===== src/afc_pkg.sv =====
// Shared constants and types for the asynchronous flash bus cycle sequencer.
package afc_pkg;
   // ****************************************************************
   // Register map and field layout
   // ****************************************************************
   localparam logic [7:0] CFG_OFF       = 8'h00;
   localparam logic [7:0] STAT_OFF      = 8'h04;
   localparam int         WAIT_LSB      = 0;
   localparam int         MASK_BIT      = 4;
   localparam int         SETUP_LSB     = 8;
   localparam int         HOLD_LSB      = 12;
   localparam int         WR_ANY_LSB    = 16;
   localparam int         RW_SAME_LSB   = 20;
   localparam int         RW_OTHER_LSB  = 24;
   // ****************************************************************
   // Values after reset
   // ****************************************************************
   localparam logic [3:0] WAIT_RST      = 4'h4;
   localparam logic       MASK_RST      = 1'b1;
   localparam logic [1:0] SETUP_RST     = 2'h1;
   localparam logic [1:0] HOLD_RST      = 2'h1;
   localparam logic [2:0] IDLE_RST      = 3'h1;
   // Cycles from the last bus cycle to the read answer (two sync stages).
   localparam int         RD_LAT        = 3;
   // ****************************************************************
   // Types
   // ****************************************************************
   typedef struct packed {
      logic [2:0] rw_other;
      logic [2:0] rw_same;
      logic [2:0] wr_any;
      logic [1:0] hold;
      logic [1:0] setup;
      logic       mask;
      logic [3:0] wait_cnt;
   } afc_cfg_type;
   typedef enum logic [2:0] {
      ST_IDLE  = 3'b000,
      ST_SETUP = 3'b001,
      ST_FIRST = 3'b010,
      ST_WAIT  = 3'b011,
      ST_LAST  = 3'b100,
      ST_HOLD  = 3'b101,
      ST_GAP   = 3'b110
   } afc_state_type;
   typedef struct packed {
      logic        valid;
      logic        write;
      logic        other_area;
      logic [21:0] addr;
      logic [15:0] wdata;
   } afc_req_type;
   typedef struct packed {
      logic        area0_select_n;
      logic        read_strobe_n;
      logic        write_strobe_n;
      logic        data_oe;
      logic [21:0] addr;
      logic [15:0] dout;
   } afc_pins_type;
endpackage : afc_pkg


===== src/afc_regs.sv =====
// APB register slave holding the bus timing configuration and status.
`timescale 1ns/100ps
`default_nettype none
module afc_regs (
   input  wire logic                 core_clk,
   input  wire logic                 rst,
   input  wire logic [7:0]           paddr,
   input  wire logic                 psel,
   input  wire logic                 penable,
   input  wire logic                 pwrite,
   input  wire logic [31:0]          pwdata,
   output logic      [31:0]          prdata,
   output logic                      pready,
   output logic                      pslverr,
   input  wire logic [7:0]           status,
   output afc_pkg::afc_cfg_type      cfg
);
   typedef struct packed {
      afc_pkg::afc_cfg_type cfg;
      logic [31:0]          rdata;
      logic                 ready;
      logic                 err;
   } afc_regs_state_type;

   afc_regs_state_type s;
   afc_regs_state_type next_s;
   logic               hit_cfg;
   logic               hit_stat;

   assign hit_cfg  = paddr == afc_pkg::CFG_OFF;
   assign hit_stat = paddr == afc_pkg::STAT_OFF;

   always_comb begin
      next_s       = s;
      // Answer one cycle into the access phase: data and error are set up
      // during the setup cycle so they come from flip-flops.
      next_s.ready = psel && !penable;
      if (psel && !penable) begin
         next_s.err   = !(hit_cfg || hit_stat);
         next_s.rdata = 32'h0;
         if (hit_cfg) begin
            next_s.rdata[afc_pkg::WAIT_LSB +: 4]     = s.cfg.wait_cnt;
            next_s.rdata[afc_pkg::MASK_BIT]          = s.cfg.mask;
            next_s.rdata[afc_pkg::SETUP_LSB +: 2]    = s.cfg.setup;
            next_s.rdata[afc_pkg::HOLD_LSB +: 2]     = s.cfg.hold;
            next_s.rdata[afc_pkg::WR_ANY_LSB +: 3]   = s.cfg.wr_any;
            next_s.rdata[afc_pkg::RW_SAME_LSB +: 3]  = s.cfg.rw_same;
            next_s.rdata[afc_pkg::RW_OTHER_LSB +: 3] = s.cfg.rw_other;
         end else if (hit_stat) begin
            next_s.rdata[7:0] = status;
         end
      end
      if (psel && penable && s.ready && pwrite && hit_cfg) begin
         next_s.cfg.wait_cnt = pwdata[afc_pkg::WAIT_LSB +: 4];
         next_s.cfg.mask     = pwdata[afc_pkg::MASK_BIT];
         next_s.cfg.setup    = pwdata[afc_pkg::SETUP_LSB +: 2];
         next_s.cfg.hold     = pwdata[afc_pkg::HOLD_LSB +: 2];
         next_s.cfg.wr_any   = pwdata[afc_pkg::WR_ANY_LSB +: 3];
         next_s.cfg.rw_same  = pwdata[afc_pkg::RW_SAME_LSB +: 3];
         next_s.cfg.rw_other = pwdata[afc_pkg::RW_OTHER_LSB +: 3];
      end
   end

   always_ff @(posedge core_clk or posedge rst) begin
      if (rst) begin
         s.cfg.wait_cnt <= afc_pkg::WAIT_RST;
         s.cfg.mask     <= afc_pkg::MASK_RST;
         s.cfg.setup    <= afc_pkg::SETUP_RST;
         s.cfg.hold     <= afc_pkg::HOLD_RST;
         s.cfg.wr_any   <= afc_pkg::IDLE_RST;
         s.cfg.rw_same  <= afc_pkg::IDLE_RST;
         s.cfg.rw_other <= afc_pkg::IDLE_RST;
         s.rdata        <= 32'h0;
         s.ready        <= 1'b0;
         s.err          <= 1'b0;
      end else begin
         s <= next_s;
      end
   end

   assign cfg     = s.cfg;
   assign prdata  = s.rdata;
   assign pready  = s.ready;
   assign pslverr = s.err;
endmodule : afc_regs
`default_nettype wire


===== src/afc_seq.sv =====
// Access cycle sequencer for one select area of an asynchronous flash bus.
//
// Operation
// - Wait states are inserted between the first and the last bus cycle, four by default.
// - Address and area select lead the strobe by the setup interval, one clock by default.
// - Address and area select stay asserted for the hold interval after the strobe ends.
// - Idle cycles separate write-any, read-write same area and read-write other area pairs.
// - The read strobe is released before the area select at the end of a read; with hold code 0 both are released together.
// - Write data are driven only after idle spacing that lets the memory release the bus.
// - Setup and hold codes 0..3 mean 0.5..3.5 clocks, i.e. 0..3 whole cycles here.
// - The wait field is four bits; code 4'h4 gives four wait states.
// - With the external wait mask set, the wait input is ignored.
// - Each idle field is three bits; code 3'h1 gives one idle cycle.
`timescale 1ns/100ps
`default_nettype none
module afc_seq (
   input  wire logic                 core_clk,
   input  wire logic                 rst,
   input  wire logic [7:0]           paddr,
   input  wire logic                 psel,
   input  wire logic                 penable,
   input  wire logic                 pwrite,
   input  wire logic [31:0]          pwdata,
   output logic      [31:0]          prdata,
   output logic                      pready,
   output logic                      pslverr,
   input  wire afc_pkg::afc_req_type req,
   output logic                      req_ready,
   output logic                      rsp_valid,
   output logic      [15:0]          rsp_rdata,
   output afc_pkg::afc_pins_type     mem,
   input  wire logic [15:0]          data_in,
   input  wire logic                 ext_wait_n
);
   // ****************************************************************
   // State
   // ****************************************************************
   typedef struct packed {
      afc_pkg::afc_state_type st;
      afc_pkg::afc_req_type   cur;
      afc_pkg::afc_pins_type  pins;
      logic [3:0]             cnt;
      logic [2:0]             idle_cnt;
      logic                   prev_valid;
      logic                   prev_write;
      logic                   prev_other;
      logic [15:0]            din1;
      logic [15:0]            din2;
      logic                   wait1;
      logic                   wait2;
      logic [1:0]             rd_pipe;
      logic                   ready;
      logic                   rsp;
      logic [15:0]            rdata;
      logic [4:0]             a_lo;
      logic [2:0]             a_pre;
      logic [2:0]             a_hi;
   } afc_seq_state_type;

   afc_seq_state_type    s;
   afc_seq_state_type    next_s;
   afc_pkg::afc_cfg_type cfg;
   afc_pkg::afc_req_type nr;
   logic [2:0]           need;
   logic                 go;
   logic                 strb_n;

   afc_regs u_regs (
      .core_clk (core_clk),
      .rst      (rst),
      .paddr    (paddr),
      .psel     (psel),
      .penable  (penable),
      .pwrite   (pwrite),
      .pwdata   (pwdata),
      .prdata   (prdata),
      .pready   (pready),
      .pslverr  (pslverr),
      .status   ({s.rd_pipe != 2'b00, s.st, s.ready, s.prev_other, s.prev_write, s.prev_valid}),
      .cfg      (cfg)
   );

   // ****************************************************************
   // Spacing between accesses
   // ****************************************************************
   // In idle the candidate is the request at the port, in the gap the
   // request already taken; both use the same spacing decision.
   assign nr = (s.st == afc_pkg::ST_IDLE) ? req : s.cur;

   always_comb begin
      need = 3'h0;
      if (s.prev_valid) begin
         if (s.prev_write) begin
            need = cfg.wr_any;
         end else if (nr.write) begin
            need = (nr.other_area != s.prev_other) ? cfg.rw_other : cfg.rw_same;
         end
      end
   end

   // The current cycle already counts as one idle cycle.
   assign go     = ({1'b0, s.idle_cnt} + 4'h1) >= {1'b0, need};
   assign strb_n = s.pins.read_strobe_n && s.pins.write_strobe_n;

   // ****************************************************************
   // Sequencer
   // ****************************************************************
   always_comb begin
      next_s         = s;
      next_s.din1    = data_in;
      next_s.din2    = s.din1;
      next_s.wait1   = ext_wait_n;
      next_s.wait2   = s.wait1;
      next_s.rd_pipe = {s.rd_pipe[0], s.st == afc_pkg::ST_LAST && !s.cur.write};
      next_s.rsp     = s.rd_pipe[1];
      if (s.rd_pipe[1]) begin
         next_s.rdata = s.din2;
      end
      if ((s.st == afc_pkg::ST_IDLE || s.st == afc_pkg::ST_GAP) && s.idle_cnt != 3'h7) begin
         next_s.idle_cnt = s.idle_cnt + 3'h1;
      end
      unique case (s.st)
         afc_pkg::ST_IDLE, afc_pkg::ST_GAP: begin
            if (s.st == afc_pkg::ST_GAP || (req.valid && s.ready)) begin
               next_s.cur       = nr;
               next_s.pins.addr = nr.addr;
               next_s.st        = afc_pkg::ST_GAP;
               if (go) begin
                  next_s.pins.area0_select_n = nr.other_area;
                  next_s.pins.data_oe        = nr.write;
                  next_s.pins.dout           = nr.wdata;
                  next_s.cnt                 = {2'b00, cfg.setup};
                  if (cfg.setup == 2'h0) begin
                     next_s.st                  = afc_pkg::ST_FIRST;
                     next_s.pins.read_strobe_n  = nr.write;
                     next_s.pins.write_strobe_n = !nr.write;
                  end else begin
                     next_s.st = afc_pkg::ST_SETUP;
                  end
               end
            end
         end
         afc_pkg::ST_SETUP: begin
            next_s.cnt = s.cnt - 4'h1;
            if (s.cnt == 4'h1) begin
               next_s.st                  = afc_pkg::ST_FIRST;
               next_s.pins.read_strobe_n  = s.cur.write;
               next_s.pins.write_strobe_n = !s.cur.write;
            end
         end
         afc_pkg::ST_FIRST: begin
            next_s.cnt = cfg.wait_cnt;
            next_s.st  = (cfg.wait_cnt == 4'h0) ? afc_pkg::ST_LAST : afc_pkg::ST_WAIT;
         end
         afc_pkg::ST_WAIT: begin
            if (s.cnt != 4'h1) begin
               next_s.cnt = s.cnt - 4'h1;
            end else if (cfg.mask || s.wait2) begin
               next_s.st = afc_pkg::ST_LAST;
            end
         end
         afc_pkg::ST_LAST: begin
            next_s.pins.read_strobe_n  = 1'b1;
            next_s.pins.write_strobe_n = 1'b1;
            next_s.prev_valid          = 1'b1;
            next_s.prev_write          = s.cur.write;
            next_s.prev_other          = s.cur.other_area;
            next_s.cnt                 = {2'b00, cfg.hold};
            if (cfg.hold == 2'h0) begin
               next_s.st                  = afc_pkg::ST_IDLE;
               next_s.idle_cnt            = 3'h0;
               next_s.pins.area0_select_n = 1'b1;
               next_s.pins.data_oe        = 1'b0;
            end else begin
               next_s.st = afc_pkg::ST_HOLD;
            end
         end
         afc_pkg::ST_HOLD: begin
            next_s.cnt = s.cnt - 4'h1;
            if (s.cnt == 4'h1) begin
               next_s.st                  = afc_pkg::ST_IDLE;
               next_s.idle_cnt            = 3'h0;
               next_s.pins.area0_select_n = 1'b1;
               next_s.pins.data_oe        = 1'b0;
            end
         end
         default: begin
            next_s.st = afc_pkg::ST_IDLE;
         end
      endcase
      next_s.ready = next_s.st == afc_pkg::ST_IDLE;
      // Helper counters watched only by the checks below.
      next_s.a_lo  = strb_n ? 5'h0 : s.a_lo + 5'h1;
      next_s.a_pre = (!s.pins.area0_select_n && strb_n) ? s.a_pre + 3'h1 : 3'h0;
      next_s.a_hi  = !s.pins.area0_select_n ? 3'h0 :
                     (s.a_hi == 3'h7) ? s.a_hi : s.a_hi + 3'h1;
   end

   always_ff @(posedge core_clk or posedge rst) begin
      if (rst) begin
         s                     <= '0;
         s.st                  <= afc_pkg::ST_IDLE;
         s.pins.area0_select_n <= 1'b1;
         s.pins.read_strobe_n  <= 1'b1;
         s.pins.write_strobe_n <= 1'b1;
         s.idle_cnt            <= 3'h7;
         s.wait1               <= 1'b1;
         s.wait2               <= 1'b1;
         s.a_hi                <= 3'h7;
      end else begin
         s <= next_s;
      end
   end

   assign req_ready = s.ready;
   assign rsp_valid = s.rsp;
   assign rsp_rdata = s.rdata;
   assign mem       = s.pins;
endmodule : afc_seq
`default_nettype wire


===== config.mk =====
export PLATFORM = sky130hd
export DESIGN_NAME = afc_seq
export DESIGN_NICKNAME = d
export VERILOG_FILES = /design/src/afc_pkg.sv /design/src/afc_regs.sv /design/src/afc_seq.sv
export SDC_FILE = /design/constraint.sdc
export NUM_CORES = 1
export LEC_CHECK = 0
export BUFFER_PORTS_ARGS = -buffer_cell sky130_fd_sc_hd__clkbuf_2
export CAP_MARGIN = 20
export CELL_PAD_IN_SITES_DETAIL_PLACEMENT = 1
export CELL_PAD_IN_SITES_GLOBAL_PLACEMENT = 1
export CORE_UTILIZATION = 41
export CTS_CLUSTER_SIZE = 20
export DETAILED_ROUTE_END_ITERATION = 10
export PLACE_DENSITY = 0.8
export SYNTH_ARGS = -nofsm -noshare
export SYNTH_HDL_FRONTEND = slang
export SYNTH_HIERARCHICAL = 1
export SYNTH_SLANG_ARGS = --single-unit

===== constraint.sdc =====
create_clock -name core_clk -period 4.25 [get_ports core_clk]
set_input_delay 0.425 -clock core_clk [delete_from_list [all_inputs] [get_ports core_clk]]
set_output_delay 0.425 -clock core_clk [all_outputs]
set_load 0.005 [all_outputs]

==> results_dict.tcl, run 1 <==
set metrics [dict create \
    fillCellCount 1871 \
    hold_class "input port to flip-flop" \
    cts.sinks 168 \
    die_y_um 136 \
    area_delta_synth_final_pct 17.1 \
    drt-pass1-iter-count 4 \
    worstPathArrival_ns 3.72 \
    multi_input_area_um2 2490 \
    synthFlopType "dfrtp_1" \
    hold_ws_ns 0.0773 \
    clock.fmax_mhz 293 \
    hold_depth 1 \
    leakage_nw 4.13 \
    synth_common_cells "dfrtp_1 (153), mux2_2 (73), buf_4 (71)" \
    skew_ns 0.0116 \
    synth-edff-count 0 \
    overflow 0 \
    cp_slowest_cell "dfrtp_1" \
    grt_pass1_wl_um 27400 \
    worstPathCellList "nor3_4, mux2i_1, xnor2_1, mux2_1, a32oi_1, ha_1, o21ai_1, o21ai_1, a21boi_1, nand2b_1, mux2_1" \
    synth_xor_area_share_pct 0.239 \
    ys_top_cells_by_area "dfrtp_1 (52%), mux2_2 (11%), buf_4 (7.3%), dfstp_2 (5.4%), mux2i_1 (3.4%)" \
    die-area_um2 18400 \
    regArea_um2 4220 \
    num_io_pins 197 \
    report.final.slew_viol_count 0 \
    synthMuxAreaShare_pct 16.5 \
    min_from "ext_wait_n" \
    synth_top_area_share_pct 52.3 \
    clkTransAtPathRegs_ns 0.07 \
    synth_top_family_by_area "multiplexers" \
    drv_cap 0 \
    layout.nets 820 \
    end_kind "flip-flop" \
    worstReg2RegEnd "s[71]" \
    synth_warnings 6 \
    wl_per_cell_um 17.8 \
    period_needed_ns 3.41 \
    fp.coreArea_um2 17400 \
    crit_path_max_incr_delay_ns 0.41 \
    grt_max_degree 64 \
    synth-async-reset-ratio_pct 100 \
    yosys.cell_types.count 59 \
    track_usage_pct 19.5 \
    dp_hpwl_um 12200 \
    cts_max_level 4 \
    worst_pin_slew_ns 0.849 \
    syn_avg_cell_area_um2 12.3 \
    crit_fanout 7 \
    status "complete, no violations" \
    cts_tree "done" \
    port_buffers 171 \
    rsz0062_at_grt "false" \
    syn_area_um2 7330 \
    antenna_cells 0 \
    place.gp.congestion 0.880 \
    num_vias 4851 \
    drtAntennaViolNets 0 \
    r2r_slack_ns 0.84 \
    finalHoldViolations 0 \
    ys_seq_area_share_pct 57.6 \
    synth_compound_area_share_pct 7.34 \
    antenna_found_initial 0 \
    fin_tns_setup_ns 0 \
    fin_ws_ns 0.840 \
    setup_viol 0 \
    post-route-period-util_pct 80.2 \
    cts_resized 0 \
    cts_made_buffers 17 \
    num_rows 48 \
    dieWidth_um 136 \
    clk_latency_ns 0.42 \
    rr_worst_depth 11 \
    start_kind "flip-flop" \
    power.density_nw_per_um2 676 \
    finalWirelength_um 16900 \
    min_to "next_s[31]" \
    grt_pass1_vias 5149 \
    root_buffer "clkbuf_16" \
    vias_per_cell 5.12 \
    synthAdderAreaFrac_pct 1.20 \
    cp.required_ns 4.56 \
    yosysMostFrequentCell "dfrtp_1" \
    layout-drive-gt1-share_pct 43.3 \
    pre_cts_slack_ns 0.844 \
    ir_worst_vdd_mv 0.342 \
    clk_path_buf_depth 2 \
    drtIter0Drc 181 \
    crit_type "flip-flop to flip-flop" \
    ys_seq_elements 168 \
    reg2reg_from "s[158]" \
    remaining_drc_errors 0 \
    postCtsSetupRepairBufs 0 \
    yosys.area_share.simple_pct 8.01 \
    synthCells 594 \
    initial_core_util_pct 42.2 \
    yosysTopAreaCell "dfrtp_1" \
    max_slew_margin_pct 43.4 \
    postCtsHoldBufs 0 \
]
==> layout make-up <==
| type | instances | share of cell area, % |
|---|---|---|
| Sequential cell | 168 | 49.2 |
| Multi-Input combinational cell | 334 | 29.0 |
| Timing Repair Buffer | 182 | 11.2 |
| Clock buffer | 17 | 4.96 |
| Tap cell | 225 | 3.28 |
| Clock inverter | 15 | 2.03 |
| Inverter | 7 | 0.335 |
==> worst max-delay path, delay by kind of cell, from the launching register on <==
family | cells | cell delay, ns
AOI/OAI and AO/OA | 4 | 0.89
xor gates and xnor gates | 1 | 0.25
adders and majority gates | 1 | 0.26
DFF | 1 | 0.41
muxes | 3 | 1.02
and+or+nand+nor | 2 | 0.48
==> cells in the final DEF (no fill, tap or decap), types with 3 or more instances in the layout <==
| cell type | n |
|---|---|
| a21oi_1 | 10 |
| dfrtp_1 | 153 |
| ha_1 | 7 |
| mux2_1 | 12 |
| o31ai_1 | 5 |
| nand2b_1 | 5 |
| mux2i_1 | 25 |
| inv_1 | 4 |
| buf_4 | 10 |
| o21ai_1 | 20 |
| nand3_1 | 3 |
| a41o_1 | 3 |
| o211ai_1 | 3 |
| clkbuf_2 | 171 |
| nor3b_1 | 3 |
| nor4_1 | 4 |
| inv_8 | 6 |
| dfstp_2 | 15 |
| o21ai_0 | 27 |
| nand2_1 | 61 |
| clkbuf_16 | 17 |
| and2_0 | 3 |
| a32oi_1 | 3 |
| a22oi_1 | 4 |
| nor2_1 | 11 |
| mux2_2 | 73 |
| conb_1 | 11 |
| clkinv_8 | 4 |
| nor3_1 | 4 |
==> how the worst max path moves through the flow <==
stage	startpoint	to	slack, ns
floorplan	rst	asynchronous set/reset pin	0.45
global placement	s[158]	mem[40]	0.87
detailed placement	s[158]	s[72]	0.84
CTS	s[158]	s[72]	0.81
global route	s[158]	mem[39]	0.61
finish	s[158]	s[71]	0.84
==> per-layer routing <==
layer | wire (µm) | global-route usage (%) | share of wire, %
met1 | 6990 | 24.0 | 41
met2 | 8860 | 33.7 | 52
met3 | 746 | 4.30 | 4.4
met4 | 290 | 6.30 | 1.7
met5 | 0 | 0 | 0
==> cell families after synthesis <==
group           count (synthesis)
compound gates                 88
xor+xnor                        2
fa+ha+maj                       7
buf+inv                       102
flops                         168
mux                           110
other cells                     1
simple gates                  116
==> where the power goes <==
part,internal (W),total [W],leakage [nW],switching (W)
combinational,0.000934,0.00192,1.79,0.000984
clock,0.000796,0.00154,0.287,0.000743
sequential,0.00206,0.00235,2.05,0.000285
total,0.00379,0.00581,4.13,0.00201
==> through the flow <==
step           cell area [µm²]  cells  total power, W  utilization (%)
2_1_floorplan             7360    604         0.00395                -
3_3_place_gp              7960    915         0.00418             45.8
3_5_place_dp              7960    915         0.00432             45.8
4_1_cts                   8550    947         0.00589             49.3
5_1_grt                   8580    948         0.00618             49.4
6_report                  8580    948         0.00581             49.4
Power figures use the tool's default switching activity.
==> run 2, diff against run 1 <==
CORE_UTILIZATION = 37   (was 41)
PLACE_DENSITY = 0.76   (was 0.8)
clock period = 2.9 ns   (was 4.25 ns; I/O delays follow)
==> results_dict.tcl, run 2 (synthesis results as in run 1) <==
set metrics [dict create \
    area_delta_synth_final_pct 24.4 \
    fp.coreArea_um2 19500 \
    reg2reg_from "s[159]" \
    port_buffers 171 \
    ir_worst_vdd_mv 0.359 \
    vias_per_cell 4.91 \
    wl_per_cell_um 17.8 \
    remaining_drc_errors 0 \
    power_w 0.00934 \
    die-area_um2 20400 \
    crit_type "flip-flop to flip-flop" \
    fin_ws_ns -0.154 \
    post-route-period-util_pct 105 \
    track_usage_pct 18.7 \
    start_kind "flip-flop" \
    cp_slowest_cell "dfrtp_1" \
    cts_made_buffers 17 \
    dp_hpwl_um 12700 \
    finalWirelength_um 18000 \
    mostFrequentLayoutCell "clkbuf_2" \
    max_slew_margin_pct 43.0 \
    finalHoldViolations 0 \
    overflow 0 \
    grt_max_degree 128 \
    place.gp.congestion 0.807 \
    status "complete, but fails checks" \
    drtAntennaViolNets 0 \
    num_io_pins 197 \
    antenna_found_initial 0 \
    clock.fmax_mhz 327 \
    cp.required_ns 3.25 \
    fillCellCount 2094 \
    multi_input_area_um2 2670 \
    crit_fanout 3 \
    critPathLaunch "s[159]" \
    skew_ns 0.0126 \
    crit_path_max_incr_delay_ns 0.42 \
    die_y_um 143 \
    grt_pass1_wl_um 29000 \
    placed_cell_area_um2 8120 \
    clk_path_buf_depth 2 \
    worstPathCellList "nor3_4, mux2i_1, xnor2_1, mux2_1, a32oi_1, ha_2, nor3b_2, o21a_1, or3_4, a2bb2oi_4, mux2_4" \
    cts.sinks 168 \
    cts_max_level 4 \
    num_vias 4980 \
    drtIter0Drc 184 \
    violations "negative setup slack" \
    end_kind "flip-flop" \
    layout.nets 847 \
    rr_worst_depth 11 \
    drt-pass1-iter-count 4 \
    period_needed_ns 3.05 \
    report.final.slew_viol_count 0 \
    regArea_um2 4220 \
    worst_pin_slew_ns 0.856 \
    leakage_nw 4.32 \
    drv_cap 0 \
    postLayoutCellArea_um2 9110 \
    root_buffer "clkbuf_16" \
    hold_class "input port to asynchronous set/reset pin" \
    antenna_cells 0 \
    layout-drive-gt1-share_pct 47.3 \
    final_cell_mix "clkbuf_2 (171), dfrtp_1 (152), mux2_2 (73), nand2_1 (49), mux2i_1 (25)" \
    initial_core_util_pct 37.6 \
    num_rows 51 \
    setup_viol 10 \
    clkTransAtPathRegs_ns 0.06 \
    clk_latency_ns 0.43 \
    dieWidth_um 143 \
    cts_tree "done" \
    grt_pass1_vias 5475 \
    final_util_pct 46.8 \
    power.density_nw_per_um2 1020 \
    rsz0062_at_grt "true" \
    worstPathArrival_ns 3.40 \
]
==> run 2: cell types whose count changed in the layout (fill, tap and decap cells not counted), moves of 4 or more <==
| cell | delta |
|---|---|
| nand2_2 | +11 |
| o21ai_1 | -4 |
| o21ai_2 | +7 |
| clkinv_8 | -4 |
| mux2_4 | +4 |
| dlygate4sd3_1 | +17 |
| inv_8 | -6 |
| mux2_1 | -4 |
| o21ai_0 | -5 |
| nand2_1 | -12 |
==> run 2: through the flow <==
stage / instances / setup TNS (ns) / setup slack, ns / hold WS, ns
after CTS: 1014 / -1.23 / -0.179 / 0.0188
after floorplan: 604 / 0 / 0.00124 / 0.294
after global placement: 962 / -0.275 / -0.0915 / 0.333
after global routing: 1015 / -4.66 / -0.304 / 0.0638
final: 1015 / -0.815 / -0.154 / 0.000718
after detailed placement: 962 / -1.08 / -0.170 / 0.336
==> run 2: critical path, delay by kind of cell (launching register included) <==
kind	cells	cell delay, ns
mux	3	0.91
simple gates	3	0.65
compound gates	3	0.56
flops	1	0.42
fa+ha+maj	1	0.25
xor+xnor	1	0.20
==> run 2: path summary, 6_finish.rpt <==
| check | slack [ns] | endpoint |
|---|---|---|
| max in group asynchronous | 2.24 | s[158] |
| hold reg to reg | 0.35 | s[42] |
| hold / removal | 0.0007 | next_s[34] |
| setup / recovery | -0.15 | mem[39] |
| min in group core_clk | 0.09 | flip-flop |
| setup reg to reg | -0.15 | mem[39] |
==> run 2: repair_timing <==
item,CTS,global route
pin swaps,15,6
setup buffers,2,0
setup endpoints to repair,15,27
gates cloned,2,1
resized for setup,40,2
endpoints found under the hold margin,17,0
hold buffers,17,0
==> run 2: area by class of cell <==
class / count / area share, %
Inverter: 7 / 0.329
Sequential cell: 168 / 46.3
Timing Repair Buffer: 209 / 14.0
Tap cell: 265 / 3.64
Clock inverter: 10 / 1.32
Clock buffer: 22 / 5.09
Multi-Input combinational cell: 334 / 29.3
==> run 2: layer usage <==
metal | GRT usage (%) | vias up | share of wire, %
met1 | 22.3 | 2553 | 42
met3 | 4.02 | 36 | 3.1
met5 | 0 | - | 0
met4 | 8.26 | 0 | 2.9
li1 | - | 2272 | -
met2 | 32.2 | 119 | 52
==> run 2: power by group <==
group          switching (W)  internal [W]
logic                0.00175       0.00188
clock network       0.000926       0.00132
registers           0.000436       0.00303
total                0.00312       0.00622
==> run 3, diff against run 2 <==
CORE_UTILIZATION = 38   (was 37)
PLACE_DENSITY = 0.78   (was 0.76)
SYNTH_HIERARCHICAL = default   (was 1)
==> results_dict.tcl, run 3 <==
set metrics [dict create \
    status "complete, but fails checks" \
    violations "negative setup slack" \
    crit_type "flip-flop to flip-flop" \
    layout-drive-gt1-share_pct 49.2 \
    synthAdderAreaFrac_pct 1.55 \
    synthMuxAreaShare_pct 16.2 \
    synth_top_family_by_area "multiplexers" \
    ys_top_cells_by_area "dfrtp_1 (53%), mux2_2 (13%), buf_4 (7.5%), dfstp_2 (5.4%), mux2i_1 (3.7%)" \
    synth_warnings 0 \
    crit_fanout 5 \
    mostFrequentLayoutCell "clkbuf_2" \
    cp_top_family "compound AO/OA/AOI/OAI gates" \
    vias_per_cell 5.08 \
    clkTransAtPathRegs_ns 0.07 \
    fin_tns_setup_ns -0.0627 \
    synth_compound_area_share_pct 8.51 \
    start_kind "flip-flop" \
    post-route-period-util_pct 101 \
    hold_class "input port to flip-flop" \
    cpMostUsedCell "o21ai_4" \
    ys_seq_elements 168 \
    synth_top_area_share_pct 52.6 \
    multi_input_area_um2 2610 \
    syn_avg_cell_area_um2 12.9 \
    cts_tree "done" \
    worst_pin_slew_ns 0.894 \
    syn_area_um2 7280 \
    leakage_nw 4.31 \
    final_cell_mix "clkbuf_2 (171), dfrtp_1 (152), mux2_2 (76), nand2_1 (35), o21ai_0 (28)" \
    fin_ws_ns -0.0287 \
    regArea_um2 4220 \
    finalHoldViolations 0 \
    postLayoutCellArea_um2 8930 \
    setup_viol 4 \
    drt-pass1-iter-count 4 \
    drtAntennaViolNets 0 \
    track_usage_pct 18.5 \
    crit_path_max_incr_delay_ns 0.43 \
    rsz0062_at_grt "true" \
    overflow 0 \
    num_rows 50 \
    cts_made_buffers 17 \
    num_io_pins 197 \
    ys_seq_area_share_pct 58.0 \
    remaining_drc_errors 0 \
    wl_per_cell_um 18.3 \
    grt_max_degree 169 \
    worstPathArrival_ns 3.24 \
    grt_pass1_wl_um 28400 \
    ir_worst_vdd_mv 0.447 \
    yosys.area_share.simple_pct 6.20 \
    yosys.cell_types.count 55 \
    synthCells 565 \
    clk_latency_ns 0.42 \
    cts_max_level 4 \
    fillCellCount 1989 \
    dieWidth_um 140 \
    cts.sinks 168 \
    drv_cap 0 \
    yosysTopAreaCell "dfrtp_1" \
    port_buffers 171 \
    antenna_cells 0 \
    layout.nets 818 \
    clk_path_buf_depth 2 \
    power_w 0.00904 \
    placed_cell_area_um2 7970 \
    grt_pass1_vias 5462 \
    dp_hpwl_um 12000 \
    die-area_um2 19700 \
    die_y_um 140 \
    worstPathCellList "nor3_4, mux2i_2, xnor2_2, mux2_4, a32oi_2, ha_2, o21ai_4, o21ai_4, nand2_4, o221a_4, a31o_4" \
    finalWirelength_um 17400 \
    root_buffer "clkbuf_16" \
    antenna_found_initial 0 \
    fp.coreArea_um2 18800 \
    yosysMostFrequentCell "dfrtp_1" \
    power.density_nw_per_um2 1010 \
    num_vias 4843 \
    cp_slowest_cell "dfrtp_2" \
    clock.fmax_mhz 341 \
    report.final.slew_viol_count 0 \
    path_buf_inv 0 \
    max_slew_margin_pct 40.4 \
    area_delta_synth_final_pct 22.6 \
    skew_ns 0.0107 \
    place.gp.congestion 0.815 \
    synth-async-reset-ratio_pct 100 \
    synth_xor_area_share_pct 0.241 \
    synth-edff-count 0 \
    synth_common_cells "dfrtp_1 (153), mux2_2 (81), buf_4 (73)" \
    synthFlopType "dfrtp_1" \
    end_kind "flip-flop" \
    drtIter0Drc 219 \
    initial_core_util_pct 38.8 \
    period_needed_ns 2.93 \
    cp.required_ns 3.21 \
]
## run 3: changes by cell type in the layout (fill, tap and decap cells not counted), moves of 6 or more
cell / delta
o21ai_2: -6
nand2_1: -14
a22o_2: +10
mux2_1: -8
nor2b_1: +6
o21ai_1: -15
a21oi_1: +6
o21ai_0: +6
nand2_2: -11
## run 3: worst register-to-register path: cells and delay by family (launching register included)
family | cells | cell delay, ns
muxes | 2 | 0.62
xor gates and xnor gates | 1 | 0.19
adders and majority gates | 1 | 0.25
AOI/OAI and AO/OA | 5 | 1.02
and+or+nand+nor | 2 | 0.34
DFF | 1 | 0.43
## run 3: area by class of cell
cell class | count | share of cell area, %
inverters | 9 | 0.421
clock inverters | 15 | 2.00
flip-flops and latches | 168 | 47.3
clock buffers | 17 | 4.77
well taps | 234 | 3.28
repair buffers | 203 | 13.0
multi-input cells | 307 | 29.2
## run 3: metal layers
metal  part of all wire, %  global-route usage [%]
met3                   4.8                    4.34
met2                    53                    33.4
met4                   2.3                    7.11
met1                    39                    21.1
met5                     0                       0
## run 3: what timing repair did
action / in CTS / in global routing
gates resized for setup: 12 / 17
setup endpoints to repair: 26 / 27
hold endpoints to repair: 17 / 0
buffers inserted: 1 / 1
hold buffers: 17 / 0
pin swaps: 7 / 15
## run 3: where the power goes
part	total (W)	internal, W	leakage, nW	switching (W)
registers	0.00345	0.00303	2.05	0.000422
logic	0.00331	0.00169	1.97	0.00162
clock network	0.00228	0.00124	0.297	0.00104
## run 3: kinds of logic (layout without fill, tap and decap cells)
kind of cell / count (synthesis) / after routing
mux: 108 / 108
flops: 168 / 168
xor+xnor: 2 / 2
buf+inv: 100 / 244
other cells: 1 / 11
compound gates: 92 / 92
simple gates: 85 / 85
fa+ha+maj: 9 / 9
## run 3: stage by stage
stage | setup slack [ns] | std cells | util, % | hold WS, ns
3_5_place_dp | -0.166 | 902 | 42.5 | 0.336
2_1_floorplan | 0.00454 | 575 | - | 0.294
5_1_grt | -0.146 | 953 | 47.6 | 0.0716
4_1_cts | -0.0185 | 952 | 47.0 | 0.0744
6_report | -0.0287 | 953 | 47.6 | 0.0941
3_3_place_gp | -0.110 | 902 | 42.5 | 0.332
## run 3: final timing paths
kind	startpoint	to	slack (ns)	depth (start not counted)
setup / recovery	s[160]	req_ready	-0.03	11
hold / removal	req[36]	flip-flop	0.09	2
setup reg to reg	s[160]	req_ready	-0.03	11
hold reg to reg	next_s[37]	s[37]	0.35	0
max in group asynchronous	rst	s[160]	2.08	3
min in group asynchronous	rst	asynchronous set/reset pin	0.10	3
